`src/shared/eda_params.svh`:
```
// constants for the external data access timing block
`ifndef EDA_PARAMS_SVH
`define EDA_PARAMS_SVH

// ==========================================================
// register indices, byte address is four times the index
`define EDA_IDX_POINTER_SELECT 10'h086
`define EDA_IDX_CLOCK_CONTROL 10'h010
`define EDA_IDX_MEMORY_MAP 10'h011
`define EDA_IDX_TIMED_ACCESS 10'h012
`define EDA_IDX_FIRST_POINTER 10'h013
`define EDA_IDX_SECOND_POINTER 10'h014
`define EDA_IDX_WORK_REG 10'h015
`define EDA_IDX_PORT_TWO 10'h016
`define EDA_IDX_COMMAND 10'h017
`define EDA_IDX_STATUS 10'h018
`define EDA_IDX_WRITE_DATA 10'h019

// ==========================================================
// field positions
`define EDA_STRETCH_MSB 2
`define EDA_WAIT_ENABLE_BIT 7
`define EDA_CMD_START_BIT 0
`define EDA_CMD_WRITE_BIT 1
`define EDA_CMD_INDIRECT_BIT 2
`define EDA_CMD_INCR_BIT 3

// ==========================================================
// reset values
`define EDA_CLOCK_CONTROL_RST 8'h01
`define EDA_MEMORY_MAP_RST 8'h00

// ==========================================================
// timing and protection counts
`define EDA_CLK_PER_MCYC 4
`define EDA_TA_KEY1 8'hAA
`define EDA_TA_KEY2 8'h55
`define EDA_TA_WINDOW 3'h4
`define EDA_RESP_OKAY 2'h0
`define EDA_RESP_SLVERR 2'h2

`endif

```
`src/shared/eda_pkg.sv`:
```
// types for the external data access timing block
`default_nettype none

package eda_pkg;

	// ==========================================================
	// access sequencer states
	typedef enum logic [1:0] {EDA_IDLE, EDA_FETCH, EDA_ACCESS} eda_state_t;

	// ==========================================================
	// external bus pins, driven as one group
	typedef struct packed {
		logic [15:0] addr;
		logic [7:0] dataOut;
		logic dataOe_n;
		logic rd_n;
		logic wr_n;
	} eda_ext_t;

	// ==========================================================
	// one queued access request
	typedef struct packed {
		logic write;
		logic indirect;
		logic incr;
	} eda_cmd_t;

endpackage

`default_nettype wire

```
`src/hdl/eda_ext_data_access.sv`:
```
// external data move timing controller with stretch, wait states and dual pointers
// ==========================================================
// Summary of operation
// - four-clock fetch, then address and access cycle
// - stretch field is clock control bits 2..0
// - stretch zero..seven gives two..nine machine cycles
// - stretching never alters other instruction timing
// - stretch resets to one; zero is fastest
// - strobe width 2,4,8..28 clocks per stretch
// - wait pin exists only on larger package
// - wait honoured only when wait enable set
// - wait sampled in state three before strobe ends
// - each recognised wait adds one machine cycle
// - unlimited waits; ends once peripheral drops wait
// - wait enable writable only via timed access
// - pointer select picks first or second pointer
// - pointer select is bit zero, others zero
// - indirect: low from work reg, high port two
// - machine cycle is four states, one..four
//
// Chosen here: register access over AXI4-Lite and the placing of the registers.
`timescale 1ns/1ns
`default_nettype none
`include "eda_params.svh"

module eda_ext_data_access
	import eda_pkg::*;
#(
	parameter bit LARGE_PACKAGE = 1'b1
)
(
	// clock and reset
	input wire logic clk,
	input wire logic rst_n,
	// axi4-lite write channels
	input wire logic [11:0] s_axi_awaddr,
	input wire logic s_axi_awvalid,
	output logic s_axi_awready,
	input wire logic [31:0] s_axi_wdata,
	input wire logic [3:0] s_axi_wstrb,
	input wire logic s_axi_wvalid,
	output logic s_axi_wready,
	output logic [1:0] s_axi_bresp,
	output logic s_axi_bvalid,
	input wire logic s_axi_bready,
	// axi4-lite read channels
	input wire logic [11:0] s_axi_araddr,
	input wire logic s_axi_arvalid,
	output logic s_axi_arready,
	output logic [31:0] s_axi_rdata,
	output logic [1:0] s_axi_rresp,
	output logic s_axi_rvalid,
	input wire logic s_axi_rready,
	// external data bus
	output eda_ext_t extBus,
	input wire logic [7:0] extDataIn,
	input wire logic portFourBitZero
);

	// ==========================================================
	// functions
	function automatic logic [7:0] strobeWidth(input logic [2:0] s);
		strobeWidth = (s == 3'h0) ? 8'h02 : {3'h0, s, 2'h0};
	endfunction

	function automatic logic [9:0] regIndex(input logic [11:0] a);
		regIndex = a[11:2];
	endfunction

	// ==========================================================
	// registers and state
	eda_state_t state;
	logic [1:0] phase;
	logic [7:0] clockControl;
	logic [7:0] memoryMapControl;
	logic pointerSelect;
	logic [15:0] firstDataPointer;
	logic [15:0] secondDataPointer;
	logic [7:0] workReg;
	logic [7:0] portTwo;
	logic [7:0] writeData;
	logic [7:0] readData;
	logic [1:0] taStage;
	logic [2:0] taWindow;
	logic pending;
	eda_cmd_t pendCmd;
	eda_cmd_t accCmd;
	logic [2:0] accStretch;
	logic accPointer;
	logic [15:0] accAddr;
	logic [3:0] cycLeft;
	logic firstCyc;
	logic waitHold;
	logic [1:0] waitSync;
	logic [7:0] dataSync1;
	logic [7:0] dataSync2;
	logic awHeld;
	logic wHeld;
	logic [11:0] awAddr;
	logic [31:0] wData;
	logic [3:0] wStrb;

	// ==========================================================
	// decode
	wire logic [2:0] stretchField = clockControl[`EDA_STRETCH_MSB:0];
	wire logic waitOn = LARGE_PACKAGE && memoryMapControl[`EDA_WAIT_ENABLE_BIT];
	wire logic wrFire = awHeld && wHeld && !s_axi_bvalid;
	wire logic [9:0] wrIdx = regIndex(awAddr);
	wire logic lane0 = wrFire && wStrb[0];
	wire logic lane1 = wrFire && wStrb[1];
	wire logic hitClock = lane0 && wrIdx == `EDA_IDX_CLOCK_CONTROL;
	wire logic hitMap = lane0 && wrIdx == `EDA_IDX_MEMORY_MAP;
	wire logic hitTa = lane0 && wrIdx == `EDA_IDX_TIMED_ACCESS;
	wire logic hitSelect = lane0 && wrIdx == `EDA_IDX_POINTER_SELECT;
	wire logic hitWork = lane0 && wrIdx == `EDA_IDX_WORK_REG;
	wire logic hitPort = lane0 && wrIdx == `EDA_IDX_PORT_TWO;
	wire logic hitWdata = lane0 && wrIdx == `EDA_IDX_WRITE_DATA;
	wire logic hitFirstLo = lane0 && wrIdx == `EDA_IDX_FIRST_POINTER;
	wire logic hitFirstHi = lane1 && wrIdx == `EDA_IDX_FIRST_POINTER;
	wire logic hitSecondLo = lane0 && wrIdx == `EDA_IDX_SECOND_POINTER;
	wire logic hitSecondHi = lane1 && wrIdx == `EDA_IDX_SECOND_POINTER;
	wire logic busy = pending || state != EDA_IDLE;
	wire logic hitCmd = lane0 && wrIdx == `EDA_IDX_COMMAND
		&& wData[`EDA_CMD_START_BIT] && !busy;
	wire logic taOpen = taWindow != 3'h0;
	wire logic wrMapped = wrIdx == `EDA_IDX_CLOCK_CONTROL || wrIdx == `EDA_IDX_MEMORY_MAP
		|| wrIdx == `EDA_IDX_TIMED_ACCESS || wrIdx == `EDA_IDX_POINTER_SELECT
		|| wrIdx == `EDA_IDX_WORK_REG || wrIdx == `EDA_IDX_PORT_TWO
		|| wrIdx == `EDA_IDX_WRITE_DATA || wrIdx == `EDA_IDX_FIRST_POINTER
		|| wrIdx == `EDA_IDX_SECOND_POINTER || wrIdx == `EDA_IDX_COMMAND
		|| wrIdx == `EDA_IDX_STATUS;
	wire logic [9:0] rdIdx = regIndex(s_axi_araddr);
	wire logic [15:0] selPointer = pointerSelect ? secondDataPointer : firstDataPointer;
	wire logic [15:0] launchAddr = pendCmd.indirect ? {portTwo, workReg} : selPointer;
	wire logic lastCyc = cycLeft == 4'h1 && !waitHold;
	wire logic [1:0] startPh = (accStretch == 3'h0) ? 2'h1 : 2'h3;
	wire logic afterStart = !firstCyc || phase >= startPh;
	wire logic beforeEnd = !lastCyc || phase != 2'h3;
	wire logic strobeAct = state == EDA_ACCESS && afterStart && beforeEnd;
	wire logic waitSeen = state == EDA_ACCESS && phase == 2'h2 && cycLeft == 4'h1
		&& waitOn && waitSync[1];
	wire logic accDone = state == EDA_ACCESS && phase == 2'h3 && lastCyc;
	logic [31:0] rdMux;
	logic rdMapped;
	eda_state_t next_state;

	always_comb
	begin
		rdMapped = 1'b1;
		unique case (rdIdx)
			`EDA_IDX_CLOCK_CONTROL: rdMux = {24'h0, clockControl};
			`EDA_IDX_MEMORY_MAP: rdMux = {24'h0, memoryMapControl};
			`EDA_IDX_POINTER_SELECT: rdMux = {31'h0, pointerSelect};
			`EDA_IDX_FIRST_POINTER: rdMux = {16'h0, firstDataPointer};
			`EDA_IDX_SECOND_POINTER: rdMux = {16'h0, secondDataPointer};
			`EDA_IDX_WORK_REG: rdMux = {24'h0, workReg};
			`EDA_IDX_PORT_TWO: rdMux = {24'h0, portTwo};
			`EDA_IDX_WRITE_DATA: rdMux = {24'h0, writeData};
			`EDA_IDX_STATUS: rdMux = {16'h0, readData, 6'h0, waitSync[1], busy};
			`EDA_IDX_TIMED_ACCESS, `EDA_IDX_COMMAND: rdMux = 32'h0;
			default:
			begin
				rdMux = 32'h0;
				rdMapped = 1'b0;
			end
		endcase
	end

	always_comb
	begin
		next_state = state;
		unique case (state)
			EDA_IDLE: if (pending && phase == 2'h3) next_state = EDA_FETCH;
			EDA_FETCH: if (phase == 2'h3) next_state = EDA_ACCESS;
			EDA_ACCESS: if (accDone) next_state = EDA_IDLE;
		endcase
	end

	// ==========================================================
	// axi4-lite handshakes
	assign s_axi_awready = !awHeld && !s_axi_bvalid;
	assign s_axi_wready = !wHeld && !s_axi_bvalid;
	assign s_axi_arready = !s_axi_rvalid;

	always_ff @(posedge clk)
	begin
		if (!rst_n)
		begin
			awHeld <= 1'b0;
			wHeld <= 1'b0;
			awAddr <= 12'h000;
			wData <= 32'h0;
			wStrb <= 4'h0;
			s_axi_bvalid <= 1'b0;
			s_axi_bresp <= 2'h0;
			s_axi_rvalid <= 1'b0;
			s_axi_rresp <= 2'h0;
			s_axi_rdata <= 32'h0;
		end
		else
		begin
			if (s_axi_awvalid && s_axi_awready)
			begin
				awHeld <= 1'b1;
				awAddr <= s_axi_awaddr;
			end
			if (s_axi_wvalid && s_axi_wready)
			begin
				wHeld <= 1'b1;
				wData <= s_axi_wdata;
				wStrb <= s_axi_wstrb;
			end
			if (wrFire)
			begin
				awHeld <= 1'b0;
				wHeld <= 1'b0;
				s_axi_bvalid <= 1'b1;
				s_axi_bresp <= wrMapped ? `EDA_RESP_OKAY : `EDA_RESP_SLVERR;
			end
			else if (s_axi_bready)
				s_axi_bvalid <= 1'b0;
			if (s_axi_arvalid && s_axi_arready)
			begin
				s_axi_rvalid <= 1'b1;
				s_axi_rdata <= rdMux;
				s_axi_rresp <= rdMapped ? `EDA_RESP_OKAY : `EDA_RESP_SLVERR;
			end
			else if (s_axi_rready)
				s_axi_rvalid <= 1'b0;
		end
	end

	// ==========================================================
	// software registers and timed access
	// the window closes after one protected write so a stray second write cannot slip in
	always_ff @(posedge clk)
	begin
		if (!rst_n)
		begin
			clockControl <= `EDA_CLOCK_CONTROL_RST;
			memoryMapControl <= `EDA_MEMORY_MAP_RST;
			pointerSelect <= 1'b0;
			workReg <= 8'h00;
			portTwo <= 8'h00;
			writeData <= 8'h00;
			taStage <= 2'h0;
			taWindow <= 3'h0;
		end
		else
		begin
			if (hitClock) clockControl <= wData[7:0];
			if (hitSelect) pointerSelect <= wData[0];
			if (hitWork) workReg <= wData[7:0];
			if (hitPort) portTwo <= wData[7:0];
			if (hitWdata) writeData <= wData[7:0];
			if (hitMap)
				memoryMapControl <= {taOpen ? wData[7] : memoryMapControl[7], wData[6:0]};
			if (hitTa)
				taStage <= (wData[7:0] == `EDA_TA_KEY1) ? 2'h1 : 2'h0;
			if (hitTa && taStage == 2'h1 && wData[7:0] == `EDA_TA_KEY2)
				taWindow <= `EDA_TA_WINDOW;
			else if (hitMap)
				taWindow <= 3'h0;
			else if (taOpen)
				taWindow <= taWindow - 3'h1;
		end
	end

	// ==========================================================
	// data pointers; software write wins over an increment in the same cycle
	always_ff @(posedge clk)
	begin
		if (!rst_n)
		begin
			firstDataPointer <= 16'h0000;
			secondDataPointer <= 16'h0000;
		end
		else
		begin
			if (accDone && accCmd.incr && !accPointer)
				firstDataPointer <= firstDataPointer + 16'h0001;
			if (accDone && accCmd.incr && accPointer)
				secondDataPointer <= secondDataPointer + 16'h0001;
			if (hitFirstLo) firstDataPointer[7:0] <= wData[7:0];
			if (hitFirstHi) firstDataPointer[15:8] <= wData[15:8];
			if (hitSecondLo) secondDataPointer[7:0] <= wData[7:0];
			if (hitSecondHi) secondDataPointer[15:8] <= wData[15:8];
		end
	end

	// ==========================================================
	// pin synchronisers
	always_ff @(posedge clk)
	begin
		if (!rst_n)
		begin
			waitSync <= 2'h0;
			dataSync1 <= 8'h00;
			dataSync2 <= 8'h00;
		end
		else
		begin
			waitSync <= {waitSync[0], portFourBitZero};
			dataSync1 <= extDataIn;
			dataSync2 <= dataSync1;
		end
	end

	// ==========================================================
	// machine cycle sequencer; the phase counter never stalls, so other timing is untouched
	always_ff @(posedge clk)
	begin
		if (!rst_n)
		begin
			state <= EDA_IDLE;
			phase <= 2'h0;
			pending <= 1'b0;
			pendCmd <= '0;
			accCmd <= '0;
			accStretch <= 3'h0;
			accPointer <= 1'b0;
			accAddr <= 16'h0000;
			cycLeft <= 4'h0;
			firstCyc <= 1'b0;
			waitHold <= 1'b0;
			readData <= 8'h00;
		end
		else
		begin
			state <= next_state;
			phase <= phase + 2'h1;
			if (hitCmd)
			begin
				pending <= 1'b1;
				pendCmd <= '{write: wData[`EDA_CMD_WRITE_BIT],
					indirect: wData[`EDA_CMD_INDIRECT_BIT], incr: wData[`EDA_CMD_INCR_BIT]};
			end
			if (state == EDA_IDLE && next_state == EDA_FETCH)
			begin
				pending <= 1'b0;
				accCmd <= pendCmd;
				accPointer <= pointerSelect;
				accAddr <= launchAddr;
			end
			if (state == EDA_FETCH && phase == 2'h3)
			begin
				accStretch <= stretchField;
				cycLeft <= {1'b0, stretchField} + 4'h1;
				firstCyc <= 1'b1;
			end
			if (waitSeen) waitHold <= 1'b1;
			if (state == EDA_ACCESS && phase == 2'h3)
			begin
				firstCyc <= 1'b0;
				waitHold <= 1'b0;
				if (!waitHold && cycLeft != 4'h1) cycLeft <= cycLeft - 4'h1;
				if (accDone && !accCmd.write) readData <= dataSync2;
			end
		end
	end

	// ==========================================================
	// external pins; the peripheral keeps the wait level until it is ready
	assign extBus.addr = accAddr;
	assign extBus.dataOut = writeData;
	assign extBus.dataOe_n = !(state == EDA_ACCESS && accCmd.write);
	assign extBus.rd_n = !(strobeAct && !accCmd.write);
	assign extBus.wr_n = !(strobeAct && accCmd.write);

	// ==========================================================
	// checks
	logic [7:0] strobeCnt;
	logic [7:0] waitCnt;
	logic [9:0] instrClk;
	always_ff @(posedge clk)
	begin
		if (!rst_n || state == EDA_IDLE)
		begin
			strobeCnt <= 8'h00;
			waitCnt <= 8'h00;
			instrClk <= 10'h000;
		end
		else
		begin
			strobeCnt <= strobeCnt + {7'h0, strobeAct};
			waitCnt <= waitCnt + {7'h0, waitSeen};
			instrClk <= instrClk + 10'h001;
		end
	end
endmodule // eda_ext_data_access

`default_nettype wire

```
`config.mk`:
```
export PLATFORM = sky130hd
export DESIGN_NAME = eda_ext_data_access
export DESIGN_NICKNAME = d
export VERILOG_FILES = /design/src/shared/eda_pkg.sv /design/src/hdl/eda_ext_data_access.sv
export VERILOG_INCLUDE_DIRS = /design/src /design/src/shared
export SDC_FILE = /design/constraint.sdc
export NUM_CORES = 1
export LEC_CHECK = 0
export BUFFER_PORTS_ARGS = -buffer_cell sky130_fd_sc_hd__buf_2
export CAP_MARGIN = 10
export CORE_MARGIN = 10
export CORE_UTILIZATION = 55
export CTS_CLUSTER_SIZE = 20
export DETAILED_ROUTE_END_ITERATION = 16
export GPL_TIMING_DRIVEN = 0
export PLACE_DENSITY = 0.85
export SETUP_SLACK_MARGIN = 0.3
export SYNTH_ARGS = -nofsm -noshare
export SYNTH_HDL_FRONTEND = slang
export SYNTH_SLANG_ARGS = --single-unit
```
`constraint.sdc`:
```
create_clock -name clk -period 7.2 [get_ports clk]
set_input_delay 1.44 -clock clk [delete_from_list [all_inputs] [get_ports clk]]
set_output_delay 1.44 -clock clk [all_outputs]
set_load 0.02 [all_outputs]
```
**Yosys cells after proc, flatten, opt, wreduce, memory -nomap -nowiden**

Cells that the tools add are included.

- Register bits after elaboration: 210
- Bits of input ports: 76
- Word-level logic and storage cells: 200
- Output and inout bits: 68

- Add/subtract/negate cells: 6
- $lt $le $gt $ge: 1
- Bitwise gates (word level): 1
- Multiplexer cells: 28
- Reductions and logical operators: 89
- Equality and inequality tests: 33

Operator list:

| kind | count |
|---|---|
| 10-bit by 5-bit equality test with 1-bit output, second input constant | 20 |
| 16-bit one-hot mux with 9 select lines | 1 |
| 16-bit 2-to-1 mux | 4 |
| 1-bit logical AND | 45 |
| 16-bit by 1-bit adder with 16-bit output, second input constant | 2 |
| 8-bit 2-to-1 mux | 4 |
| 10-bit by 8-bit equality test with 1-bit output, second input constant | 2 |
| 2-bit nonzero test | 7 |
| 1-bit zero test | 13 |
| 1-bit logical OR | 13 |
| 2-bit 2-to-1 mux | 6 |
| 4-bit 2-to-1 mux | 3 |
| 11-bit OR reduction | 1 |
| 3-bit 2-to-1 mux | 3 |
| 8-bit by 7-bit equality test with 1-bit output, second input constant | 1 |
| 8-bit equality test, second input constant | 1 |
| 2-bit by 1-bit equality test with 1-bit output, second input constant | 3 |
| 2-bit equality test, second input constant | 3 |
| 1-bit 2-to-1 mux | 6 |
| 2-bit one-hot mux with 3 select lines | 1 |
| 3-bit nonzero test | 2 |
| 2-bit OR reduction | 3 |
| 3-bit by 1-bit adder with 4-bit output, second input constant | 1 |
| 4-bit by 1-bit equality test with 1-bit output, second input constant | 1 |
| other kinds (11) | 12 |

**Longest topological paths before layout**

- Depth in word-level cells: 12
- Gate-level depth with buffers: 10

**Worst setup path after synthesis**

No wires, ideal clock.

- Kind: in2reg
- From: input port s_axi_araddr[4]
- To: register s_axi_rdata[10]
- Required time: 7.140 ns
- Stages: 8
- Path slack: 4.004 ns
- Arrival time: 3.136 ns
- Path through: buf_2 -> nor2b_1 -> buf_2 -> and3_1 -> a22oi_1 -> nor4_1 -> clkbuf_1 -> a22o_1

- Longest elaborated chain between the ends: 2
- Elaborated cells between the ends (all ways): 10
- Classes of those cells: eq/ne: 9; mux: 1

RTL lines:

| what | RTL line | RTL |
|---|---|---|
| from (decl) | eda_ext_data_access.sv:47 | `input wire logic [11:0] s_axi_araddr,` |
| 10-bit by 5-bit equality test with 1-bit output / 10-bit by 8-bit equality test with 1-bit output (equally long branches) | eda_ext_data_access.sv:150 | `unique case (rdIdx)` |
| 16-bit one-hot mux with 9 select lines * | eda_ext_data_access.sv:150 |  |
| to (signal assigned) | eda_ext_data_access.sv:225 | `s_axi_rdata <= rdMux;` |
| to (decl) | eda_ext_data_access.sv:50 | `output logic [31:0] s_axi_rdata,` |

Every way passes the cells marked *; elsewhere a longest branch is shown, timed or not.
A chain may end at the register's enable or synchronous reset.

==> metrics <==
status=complete, no violations; Vias per Instance=5.97; Hold WC Path Type=reg -> reg; routed length per instance=19.8 um; Post-synth top flop=dfxtp_1; clock sinks=189; Placed Instance Area=9760 um^2; Filler Cell Count=1379; initial antenna violation count=0; largest net degree at the start of global routing=17; initial detailed-routing violation count=953; Initial Utilization=56.1%; Critical Path RT=5.76 ns; worst path cell trace=inv_1 > ha_1 > nor3b_1 > nand3b_1 > nand2_1 > a31oi_1 > nand2b_1 > buf_2; post_cts resized=0; Max Root-Sink Buffers=2; register area share after synthesis=42.4%; CTS tree=yes; maximum vdd drop=0.000194 V; Cell variety after synth=65; Pleak=4.00 nW; Yosys reg bits=189; Post-synth ARST share=0%; Syn Inst Count=1078; Data arrival, critical path=2.56 ns; Post CTS Setup Buffer Count=0; total grt overflow=0; Rel. slew slack=28.2%; Critical Path Slowest Stage Cell=nor3b_1; Top Ports=144; CP max FO=6; Avg Cell Area, Syn=8.27 um^2; layout cell share with drive strength beyond 1=13.7%; Largest stage delay, worst path=0.80 ns; hold_buf cts=0; Yosys warning count=0; footprint of the multi-input gates=4690 um^2; Tmin final=4.00 ns; all-layer global routing usage=25.5%; vias post-DR=8619; final-report hold violation count=0; vias in the first global route=8219; die area=21700 um^2; clk root buf=clkbuf_16; Final Instance Area=10400 um^2; hold slack=0.437 ns; # setup viols final=0; critical path class=reg -> out; Initial DRT Pass Iterations=8; Critical Path End=extBus[1]; Reg2Reg Launch Point=cycLeft[1]$_SDFF_PN0_; clock transition at the registers of the reported paths=0.07 ns; area of the mapped netlist=8920 um^2; CTS H-tree depth=4; Startpoint Class=register; Slew Limit Fails=0; Num CTS Buffers=17; DRC viols=0; synthesis-to-finish area growth=16.2%; RSZ-0062 raised after global routing=no; die height=147 um; CP startpoint=cycLeft[1]$_SDFF_PN0_; power consumption=2.28 mW; std cell rows=46; reg2reg end=accAddr[6]$_SDFFE_PN0P_; Layout Nets=1304; ANT cells=0; number of synthesized flops with an enable pin=0; DRT antenna net count=0; Max Clock Freq=250 MHz; Pwr Density=220 nW/um^2; core outline area=15900 um^2; Tightest Pin Transition=1.07 ns; Reg2Reg Depth=9; first-pass GRT wire length=44500 um; Port Buffers=101; maxcap violations=0; Die W=147 um; worst-skew pair later-pin latency=0.45 ns; Fin Setup TNS=0 ns; crit share post-route=55.5%; estimated wirelength of the detail-placed design=21400 um; Final GP Congestion=1.05; Setup crit end kind=output port; Register Area=3780 um^2; clk_skew=0.0120 ns; final wirelength=28500 um; Core Util, Final=65.2%; flop2flop setup slack=4.23 ns
## synth_stat cells, types with 11 or more instances
cell,number,area [um^2]
dfxtp_1,189,3780
nand2_1,144,541
a21oi_1,107,536
o21ai_0,85,425
nor2_1,76,285
clkbuf_1,64,240
mux2i_1,64,641
nand3_1,45,225
and2_1,25,156
xnor2_1,24,210
nor3_1,20,100
inv_1,19,71.3
a22o_1,18,158
buf_4,18,135
ha_1,13,163
a22oi_1,12,90.1
a211oi_1,11,82.6
## per-layer routing
metal  vias to the layer above  global-route usage [%]  wire (um)
li1                       4029                       -          -
met1                      3987                    33.0      11700
met2                       522                    39.0      12700
met3                        81                    6.91       3140
met4                         0                    11.5       1030
met5                         -                       0          0
## critical path, delay by kind of cell, from the launching register on
kind / cells / cell delay (ns)
AND/OR/NAND/NOR: 4 / 1.27
flip-flops: 1 / 0.34
buffers and inverters: 2 / 0.26
adder cells (fa/ha/maj): 1 / 0.16
AO/OA/AOI/OAI: 1 / 0.08
## worst min-delay path by stage
stage	startpoint	to	slack, ns	cells after the start
after global routing	dataSync1[1]$_SDFF_PN0_	dataSync2[1]$_SDFF_PN0_	0.45	1
after floorplan	dataSync1[0]$_SDFF_PN0_	dataSync2[0]$_SDFF_PN0_	0.41	1
final	dataSync1[3]$_SDFF_PN0_	dataSync2[3]$_SDFF_PN0_	0.44	1
after global placement	dataSync1[7]$_SDFF_PN0_	dataSync2[7]$_SDFF_PN0_	0.41	1
after detailed placement	dataSync1[3]$_SDFF_PN0_	dataSync2[3]$_SDFF_PN0_	0.42	1
after CTS	dataSync1[3]$_SDFF_PN0_	dataSync2[3]$_SDFF_PN0_	0.43	1
## power by group
| part | internal (mW) | total (mW) | switching [mW] |
|---|---|---|---|
| combinational | 0.0694 | 0.199 | 0.129 |
| clock | 0.580 | 0.993 | 0.412 |
| sequential | 1.07 | 1.09 | 0.0156 |
| total | 1.72 | 2.28 | 0.557 |
## registers in the layout, summed over array words and instances, names as in the netlist, 10 cells and up
register / count
accAddr: 16
firstDataPointer: 16
s_axi_rdata: 16
secondDataPointer: 16
wData: 16
awAddr: 10
## logic make-up after synthesis
logic type	after synthesis	synth area share, %
and+or+nand+nor	393	21.4
AOI/OAI and AO/OA	271	18.1
DFF	189	42.4
buffers and inverters	113	5.67
muxes	65	7.31
xor gates and xnor gates	33	3.24
adders and majority gates	13	1.82
other	1	0.0421
## layout by cell type, fill, tap and decap left out, drive strengths merged, types with 3 or more instances in the layout
master    synthesis  layout
xnor2            24      24
o2bb2ai           3       3
and3             10      10
nand4            10      10
clkinvlp          0       3
o31ai             3       3
a32o              4       4
xor2              9       9
and2             25      25
clkbuf           65      86
a22oi            12      12
o21ai            85      85
nand3b            5       5
nor3             21      21
nor3b             3       3
buf              29     130
nor4             11      11
conb              1      18
mux2i            64      64
nand2           144     144
or4               5       5
a211oi           11      11
ha               13      13
inv              19      20
and4              4       4
nand3            45      45
a22o             18      18
nor2b            10      10
a21oi           107     107
bufinv            0       4
nand2b           10      10
nor4bb            4       4
nor2             77      77
nand4b            3       3
dfxtp           189     189
a31oi             4       4
## area by class of cell
| type | count | share of cell area, % |
|---|---|---|
| multi-input cells | 793 | 45.3 |
| flip-flops and latches | 189 | 36.5 |
| repair buffers | 101 | 4.88 |
| clock buffers | 21 | 4.25 |
| plain buffers | 94 | 4.19 |
| well taps | 216 | 2.61 |
| clock inverters | 10 | 1.59 |
| inverters | 19 | 0.688 |
## per-stage QoR
step | cells | setup slack [ns]
finish | 1443 | 3.20
global route | 1443 | 3.14
CTS | 1443 | 3.28
detailed placement | 1412 | 3.17
global placement | 1412 | 3.24
floorplan | 1095 | 4.00
No activity file was read; power rests on OpenSTA's default activity.
